## src/verilog/sap_defs.vh

```
/*
 * constants for the security accelerator operand placement and crc engine:
 * blind offsets, instance numbers, word-size limits, crc reset values.
 * assumes it is included by bare name from the design files.
 */
`ifndef SAP_DEFS_VH
`define SAP_DEFS_VH

// blinding shift codes and byte offsets inside one 256-byte instance
`define SAP_BLIND_NONE      2'b00
`define SAP_BLIND_S1        2'b01
`define SAP_BLIND_S2        2'b10
`define SAP_BLIND_S3        2'b11
`define SAP_SHIFT_S1        8'h40
`define SAP_SHIFT_S2        8'h80
`define SAP_SHIFT_S3        8'hc0
`define SAP_SHIFT_NONE      8'h00

// fixed instances for modulus and exponent
`define SAP_INST_MODULUS    3'h5
`define SAP_INST_EXPONENT   3'h4

// word size limits and 64-bit block sizing
`define SAP_WS_MIN          12'h001
`define SAP_WS_MAX          12'h800
`define SAP_BLK_MASK        12'h03f

// crc reset polynomial, reset value and zero word
`define SAP_CRC_POLY_RST    32'hedb88320
`define SAP_CRC_VAL_RST     32'hffffffff
`define SAP_CRC_ZERO        32'h00000000

// exponent walk: bit index width for up to 2048 bits
`define SAP_EIDX_ZERO       11'h000
`define SAP_ONE_IDX         11'h001

`endif

```

## src/verilog/sap_operand_crc.v

```verilog
/*
 * operand placement, exponent walk control and crc engine of the
 * security accelerator. holds blinded address mapping for operands,
 * the arithmetic engine clock enable, the square/multiply sequencer
 * over exponent bits, and the crc over 32-bit data-out words.
 * assumes synchronous inputs on sys_clk, software-visible bits as ports,
 * and an external datapath that performs squares and multiplies.
 */
//
// Overview of operation
// - each operand gets own blinded start position
// - code 00/01/10/11 shifts 0/40/80/c0, wrapping
// - engine clock is low-power clock or half
// - optimize set skips multiply on zero bits
// - optimize resets 0; multiply after first one
// - word size 1..2048 applies to all operands
// - oversize operand: bad result, no error
// - only 64-bit padded blocks are read
// - temp and result hold round values
// - operand b reused as temporary storage
// - crc accepts sram data only, not flash
// - crc fed by four data-out words
// - 32-bit polynomial, top term implied
// - polynomial resets to edb88320
// - default lsb first, right shifting
// - msb mode shifts left, poly left-justified
// - crc is linear; preset usually all ones
// - modulus instance 5, exponent instance 4
// - refuse start on invalid word size
`timescale 1ns/10ps
`include "sap_defs.vh"

module sap_operand_crc (
    sys_clk,
    srst,
    low_power_clock,
    system_clock_divider_select,
    operand_a_blind_select,
    operand_b_blind_select,
    exponent_blind_select,
    modulus_blind_select,
    op_a_instance,
    op_b_instance,
    op_a_offset,
    op_b_offset,
    op_e_offset,
    op_m_offset,
    op_e_instance,
    op_m_instance,
    op_block_count,
    arith_word_size_field,
    word_size_valid,
    optimize,
    exp_start,
    exp_bit,
    step_ack,
    exp_busy,
    exp_bit_idx,
    do_square,
    do_multiply,
    exp_done,
    exp_refused,
    square_dst_b,
    crc_src_is_sram,
    crc_word_valid,
    crc_word_idx,
    crc_word_data,
    crc_poly_we,
    crc_poly_wdata,
    crc_val_we,
    crc_val_wdata,
    bit_swap,
    crc_polynomial_reg,
    crc_value,
    crc_word_taken
);
    input  wire        sys_clk;                     // 250 mhz system clock
    input  wire        srst;                        // synchronous reset, high
    input  wire        low_power_clock;             // low-power clock level
    input  wire        system_clock_divider_select; // 1: engine runs at half
    input  wire [1:0]  operand_a_blind_select;      // blind code for a
    input  wire [1:0]  operand_b_blind_select;      // blind code for b
    input  wire [1:0]  exponent_blind_select;       // blind code for e
    input  wire [1:0]  modulus_blind_select;        // blind code for m
    input  wire [2:0]  op_a_instance;               // instance chosen for a
    input  wire [2:0]  op_b_instance;               // instance chosen for b
    output reg  [10:0] op_a_offset;                 // byte offset of a start
    output reg  [10:0] op_b_offset;                 // byte offset of b start
    output reg  [10:0] op_e_offset;                 // byte offset of e start
    output reg  [10:0] op_m_offset;                 // byte offset of m start
    output wire [2:0]  op_e_instance;               // fixed exponent instance
    output wire [2:0]  op_m_instance;               // fixed modulus instance
    output reg  [5:0]  op_block_count;              // 64-bit blocks per operand
    input  wire [11:0] arith_word_size_field;       // operation size in bits
    output wire        word_size_valid;             // size within 1..2048
    input  wire        optimize;                    // skip zero-bit multiplies
    input  wire        exp_start;                   // pulse: start exponentiation
    input  wire        exp_bit;                     // exponent bit at exp_bit_idx
    input  wire        step_ack;                    // datapath finished a step
    output wire        exp_busy;                    // sequencer active
    output reg  [10:0] exp_bit_idx;                 // exponent bit being examined
    output reg         do_square;                   // request square step
    output reg         do_multiply;                 // request multiply step
    output reg         exp_done;                    // pulse: walk finished
    output reg         exp_refused;                 // pulse: start refused
    output reg         square_dst_b;                // square results land in b
    input  wire        crc_src_is_sram;             // data came from sram
    input  wire        crc_word_valid;              // data-out word write strobe
    input  wire [1:0]  crc_word_idx;                // which data-out word 0..3
    input  wire [31:0] crc_word_data;               // data-out word value
    input  wire        crc_poly_we;                 // polynomial write strobe
    input  wire [31:0] crc_poly_wdata;              // polynomial write data
    input  wire        crc_val_we;                  // crc seed write strobe
    input  wire [31:0] crc_val_wdata;               // crc seed value
    input  wire        bit_swap;                    // 1: msb first
    output wire [31:0] crc_polynomial_reg;          // current polynomial
    output wire [31:0] crc_value;                   // running crc
    output reg         crc_word_taken;              // pulse: word folded in

    // one-hot sequencer states
    localparam [4:0] ST_IDLE = 5'b00001; // waiting for start
    localparam [4:0] ST_SCAN = 5'b00010; // skipping leading zeros
    localparam [4:0] ST_SQR  = 5'b00100; // square in progress
    localparam [4:0] ST_MUL  = 5'b01000; // multiply in progress
    localparam [4:0] ST_NEXT = 5'b10000; // move to lower bit

    reg  [4:0]  st_q;              // sequencer state
    reg         lp_q;              // last low-power clock level
    reg         half_q;            // toggle for divide by two
    reg         eng_en;            // engine enable pulse
    reg  [31:0] poly_q;            // polynomial register
    reg  [31:0] crc_q;             // crc value register
    wire [31:0] crc_next;          // crc after one word

    function [7:0] blind_shift;
        input [1:0] code;
        begin
            case (code)
                `SAP_BLIND_S1: blind_shift = `SAP_SHIFT_S1;
                `SAP_BLIND_S2: blind_shift = `SAP_SHIFT_S2;
                `SAP_BLIND_S3: blind_shift = `SAP_SHIFT_S3;
                default:       blind_shift = `SAP_SHIFT_NONE;
            endcase
        end
    endfunction

    assign op_m_instance = `SAP_INST_MODULUS;
    assign op_e_instance = `SAP_INST_EXPONENT;

    // independent start positions; offset is instance*256 plus shift
    // the datapath wraps low byte within the instance so it never spills
    always @(posedge sys_clk) begin
        if (srst) begin
            op_a_offset <= 11'h000;
            op_b_offset <= 11'h000;
            op_e_offset <= 11'h000;
            op_m_offset <= 11'h000;
        end else begin
            op_a_offset <= {op_a_instance, blind_shift(operand_a_blind_select)};
            op_b_offset <= {op_b_instance, blind_shift(operand_b_blind_select)};
            op_e_offset <= {`SAP_INST_EXPONENT, blind_shift(exponent_blind_select)};
            op_m_offset <= {`SAP_INST_MODULUS, blind_shift(modulus_blind_select)};
        end
    end

    assign word_size_valid = (arith_word_size_field >= `SAP_WS_MIN) &&
                             (arith_word_size_field <= `SAP_WS_MAX);

    // blocks read per operand, rounded to 64 bits; words past this
    // are never fetched so their contents do not matter
    always @(posedge sys_clk) begin
        if (srst) begin
            op_block_count <= 6'h00;
        end else begin
            op_block_count <= arith_word_size_field[11:6] +
                              {5'h00, |(arith_word_size_field & `SAP_BLK_MASK)};
        end
    end

    // engine enable: each low-power rising edge, or every other one
    // edge detect sees a synchronous input, so no synchroniser stage here
    always @(posedge sys_clk) begin
        if (srst) begin
            lp_q   <= 1'b0;
            half_q <= 1'b0;
            eng_en <= 1'b0;
        end else begin
            lp_q   <= low_power_clock;
            eng_en <= 1'b0;
            if (low_power_clock && !lp_q) begin
                half_q <= ~half_q;
                eng_en <= system_clock_divider_select ? half_q : 1'b1;
            end
        end
    end

    assign exp_busy = ~st_q[0];

    // exponent walk from top bit down; bit moves and squares only on engine enable, multiply on step_ack
    // no size check on operand contents: oversize just yields garbage
    always @(posedge sys_clk) begin
        if (srst) begin
            st_q         <= ST_IDLE;
            exp_bit_idx  <= `SAP_EIDX_ZERO;
            do_square    <= 1'b0;
            do_multiply  <= 1'b0;
            exp_done     <= 1'b0;
            exp_refused  <= 1'b0;
            square_dst_b <= 1'b0;
        end else begin
            exp_done    <= 1'b0;
            exp_refused <= 1'b0;
            case (st_q)
                ST_IDLE: begin
                    if (exp_start) begin
                        if (!word_size_valid) begin
                            exp_refused <= 1'b1;
                        end else begin
                            exp_bit_idx <= arith_word_size_field[10:0] - `SAP_ONE_IDX;
                            st_q        <= ST_SCAN;
                        end
                    end
                end
                ST_SCAN: begin
                    if (eng_en) begin
                        if (exp_bit) begin
                            // first one: result seeded, go to next bit
                            st_q <= ST_NEXT;
                        end else if (exp_bit_idx == `SAP_EIDX_ZERO) begin
                            exp_done <= 1'b1;
                            st_q     <= ST_IDLE;
                        end else begin
                            exp_bit_idx <= exp_bit_idx - `SAP_ONE_IDX;
                        end
                    end
                end
                ST_SQR: begin
                    // square lands in b segment as scratch
                    // t and r hold round values meanwhile
                    if (step_ack) begin
                        do_square <= 1'b0;
                        if (optimize && !exp_bit) begin
                            st_q <= ST_NEXT;
                        end else begin
                            do_multiply <= 1'b1;
                            st_q        <= ST_MUL;
                        end
                    end
                end
                ST_MUL: begin
                    if (step_ack) begin
                        do_multiply <= 1'b0;
                        st_q        <= ST_NEXT;
                    end
                end
                ST_NEXT: begin
                    if (eng_en) begin
                        if (exp_bit_idx == `SAP_EIDX_ZERO) begin
                            exp_done     <= 1'b1;
                            square_dst_b <= 1'b0;
                            st_q         <= ST_IDLE;
                        end else begin
                            exp_bit_idx  <= exp_bit_idx - `SAP_ONE_IDX;
                            do_square    <= 1'b1;
                            square_dst_b <= 1'b1;
                            st_q         <= ST_SQR;
                        end
                    end
                end
                default: begin
                    st_q <= ST_IDLE;
                end
            endcase
        end
    end

    // crc word fold, shared combinational core
    sap_crc_word u_crc_word (
        .crc_in    (crc_q),
        .poly      (poly_q),
        .data      (crc_word_data),
        .msb_first (bit_swap),
        .crc_out   (crc_next)
    );

    assign crc_polynomial_reg = poly_q;
    assign crc_value          = crc_q;

    // polynomial and crc value registers
    always @(posedge sys_clk) begin
        if (srst) begin
            poly_q         <= `SAP_CRC_POLY_RST;
            crc_q          <= `SAP_CRC_VAL_RST;
            crc_word_taken <= 1'b0;
        end else begin
            crc_word_taken <= 1'b0;
            // full 32 bits stored, top term implied
            if (crc_poly_we) begin
                poly_q <= crc_poly_wdata;
            end
            if (crc_val_we) begin
                crc_q <= crc_val_wdata;
            end else if (crc_word_valid && crc_src_is_sram) begin
                // any of the four data-out words feeds in
                // direction chosen by bit_swap in the core
                crc_q          <= crc_next;
                crc_word_taken <= 1'b1;
            end
        end
    end
endmodule

```

## src/verilog/sap_crc_word.v

```verilog
/*
 * one 32-bit data word folded into a running crc, combinationally.
 * assumes the caller registers the result; msb_first picks direction.
 */
`timescale 1ns/10ps
`include "sap_defs.vh"

module sap_crc_word (
    crc_in,
    poly,
    data,
    msb_first,
    crc_out
);
    input  wire [31:0] crc_in;     // running crc before this word
    input  wire [31:0] poly;       // polynomial, top term implied
    input  wire [31:0] data;       // word to fold in
    input  wire        msb_first;  // 1: left shifts, msb of data first
    output reg  [31:0] crc_out;    // crc after all 32 bits

    integer     i;                 // bit loop index
    reg  [31:0] c;                 // working crc
    reg         fb;                // feedback bit

    // galois form; linear, so zero crc with zero data stays zero
    always @* begin
        c = crc_in;
        fb = 1'b0;
        for (i = 0; i < 32; i = i + 1) begin
            if (msb_first) begin
                // left justified poly, bit 31 shifts out first
                fb = c[31] ^ data[31 - i];
                c = {c[30:0], 1'b0} ^ (fb ? poly : `SAP_CRC_ZERO);
            end else begin
                // reversed poly, bit 0 shifts out first
                fb = c[0] ^ data[i];
                c = {1'b0, c[31:1]} ^ (fb ? poly : `SAP_CRC_ZERO);
            end
        end
        crc_out = c;
    end
endmodule

```

## config.mk

```make
export PLATFORM = sky130hd
export DESIGN_NAME = sap_operand_crc
export DESIGN_NICKNAME = d
export VERILOG_FILES = /design/src/verilog/sap_operand_crc.v /design/src/verilog/sap_crc_word.v
export VERILOG_INCLUDE_DIRS = /design/src /design/src/verilog
export SDC_FILE = /design/constraint.sdc
export NUM_CORES = 2
export LEC_CHECK = 0
export ABC_AREA = 1
export BUFFER_PORTS_ARGS = -buffer_cell sky130_fd_sc_hd__buf_2
export CORE_MARGIN = 1.5
export CORE_UTILIZATION = 45
export DETAILED_ROUTE_END_ITERATION = 10
export HOLD_SLACK_MARGIN = 0.03
export PLACE_DENSITY_LB_ADDON = 0.25
export SLEW_MARGIN = 30
export SYNTH_ARGS = -nofsm -noshare
export SYNTH_HDL_FRONTEND = slang
export SYNTH_HIERARCHICAL = 1
export SYNTH_SLANG_ARGS = --single-unit
```

## constraint.sdc

```tcl
create_clock -name sys_clk -period 18.5 [get_ports sys_clk]
set_input_delay 1.85 -clock sys_clk [delete_from_list [all_inputs] [get_ports sys_clk]]
set_output_delay 1.85 -clock sys_clk [all_outputs]
set_load 0.05 [all_outputs]
```

==> reports/results.ini <==
[status]
status = finished with violations
violations = setup timing

[synthesis]
ys_seq_area_frac = 0.0414
ys.flop_type = dfxtp_1
synthCells = 9828
synthAdderAreaFrac = 0.000706
synth_compound_area_frac = 0.162
synthSimpleGateAreaFrac = 0.515
yosysWarnings = 6
synthMuxAreaShare = 0
synth_top_area_frac = 0.219
syn_area_per_cell_sq_um = 5.41
ys_ff_latch = 110
ys_top_cells_by_area = nand3_1 22%, nand2_1 16%, xor2_1 8.9%
synth_top_cell_by_area = nand3_1
async_flop_share = 0
syn_area_sq_um = 53200
synth_xor_area_frac = 0.100
synth_cell_types = 59
synth_top_family_by_area = simple AND/OR/NAND/NOR gates
synth_edf_count = 0

[floorplan]
io_pins = 276
die_h_um = 347
coreArea_sq_um = 117000
start_util = 0.456
num_rows = 125
die_area_sq_um = 120000
die_x_um = 347

[route]
first_pass_iters = 6
drtAntennaViolNets = 0
drc = 0
route.final.wire_length_um = 231000
drt_iter0_markers = 8988
viasPerCell = 6.04
routedWlPerCell_um = 19.8
dr_total_vias = 70706

[setup_path]
crit_path_max_incr_delay_ns = 0.21
startpoint_type = primary input
critPathCaptureType = register
slowest_stage = o21ai_4
cp_data_arrival_time_ns = 19.16
path_max_fanout = 14
criticalPathCategory = in -> reg
cpMostUsedCell = nand2_4
cp_data_required_time_ns = 18.73

[timing]
hold_viol = 0
rsz0062_at_grt = true
min_period_over_period = 1.02
slew_headroom = 0.190
fin_skew_ns = 0.0149
fmax_ghz = 0.0528
worst_pin_slew_ns = 1.21
min_period_ns = 18.93
setup_viol = 32
setup_ws_ns = -0.429
slew_violations = 0

[clock_tree]
cts_hold_buf = 0
cts_tree = done
cts_max_level = 3
cts_inserted_buffers = 9
cts-root-buf = clkbuf_16
cts.path.max_buffers = 2
clkLatencyLatePin_ns = 0.37
clkTransAtPathRegs_ns = 0.08
cts_sinks = 110

[placed_design]
dpl_cell_area_sq_um = 56500
place_congestion = 0.959
hpwlAfterDp_um = 156000
dp_slack_ns = -0.478
port_buffers = 240

[final_layout]
multi_input_area_sq_um = 44200
design_area_sq_um = 60900
register_area_sq_um = 2260
fillers = 12202
fin_nets = 10312
utilization = 0.522
area_delta_synth_final_pct = 14.6
final_layout_size_suffix_gt1_frac = 0.212

[global_route]
grt_usage = 0.351
grt_pass1_vias = 62461
overflow = 0
grt_pass1_wl_um = 345000
antenna_found_initial = 8
grt_start_max_net_pins = 223

[min_path]
hold_path_class = reg -> reg

[job]
cap_violations = 0

[pwr]
power.density_nw_per_um2 = 83.9
ir_drop_v = 0.0000575
power.leakage_uw = 0.0309

-- stage by stage --
stage	hold slack, ns	power [uW]	instances	TNS, ns
CTS	0.478	4750	11564	0
floorplan	0.445	3360	9859	0
global placement	0.457	4460	11543	-0.619
finish	0.477	5110	11710	-10.85
global route	0.512	5560	11703	-37.95
detailed placement	0.465	4520	11543	-10.36
-- logic make-up (layout without fill, tap and decap cells) --
group	after synthesis	count (layout)
and+or+nand+nor	5839	5844
buffers and inverters	1731	2044
AOI/OAI and AO/OA	1533	1533
xor gates and xnor gates	610	610
DFF	110	110
adders and majority gates	3	3
other	2	42
-- final cells by class --
type,instances,area share
antenna,9,0.000370
clock buffer,10,0.00376
clock inverter,6,0.00103
inverter,833,0.0536
multi-input combinational,8023,0.725
sequential,110,0.0371
tap,1524,0.0313
timing repair buffer,1195,0.147
-- final timing paths --
path	from	endpoint	slack (ns)	cells after the start
max	crc_word_data[0]	crc_value[8]	-0.43	147
min	half_q	half_q	0.48	2
max reg2reg	crc_polynomial_reg[31]	crc_value[8]	0.08	144
min reg2reg	half_q	half_q	0.48	2
-- cell usage after synthesis (56+ instances only) --
master / count
nand3_2: 133
buf_2: 62
o21ai_0: 914
inv_1: 745
o21bai_1: 180
nand4_1: 149
buf_4: 64
nand2_2: 151
xnor2_1: 71
clkbuf_1: 381
buf_6: 66
dfxtp_1: 110
nand2_1: 2254
nand2_4: 101
nor2_1: 669
o21ai_1: 105
nand3_1: 2331
clkbuf_8: 193
buf_1: 109
xor2_1: 539
inv_2: 56
a21oi_1: 227
-- routing by layer --
layer | vias up | GRT usage | routed length, um
li1 | 33007 | - | -
met1 | 32631 | 0.449 | 90200
met2 | 4230 | 0.558 | 102000
met3 | 834 | 0.0387 | 23400
met4 | 4 | 0.228 | 16000
met5 | - | 0 | 27
-- cell usage in the layout, fill, tap and decap left out, drive strengths merged --
cell and n:
nand2 2512, nand3 2470, buf 1191, o21ai 1072, inv 832, nor2 686
xor2 539, a21oi 228, o21bai 182, nand4 149, dfxtp 110, xnor2 71
conb 33, o211ai 32, nor3 18, clkbuf 14, a31oi 11, diode 9
clkinv 6, nand3b 5, ha 3, a32o 3, a211oi 2, or2 2
and2 2, a221oi 1, o211a 1, o31ai 1, bufinv 1
-- what timing repair did --
item | CTS | global route
resized for setup | 9 | 651
gates cloned | 1 | 10
setup endpoints to repair | 11 | 32
setup buffers | 4 | 129
pin swaps | 4 | 267
-- report_power, final --
| part | internal, uW | switching, uW |
|---|---|---|
| registers | 264 | 71.8 |
| logic | 1710 | 2870 |
| clock network | 95.7 | 103 |
| total | 2070 | 3050 |
-- worst max-delay path: cells and delay by family --
kind / cells / cell delay [ns]
and+or+nand+nor: 118 / 13.43
AOI/OAI and AO/OA: 10 / 1.47
buffers and inverters: 19 / 2.27
(Power assumes the default switching activity.)
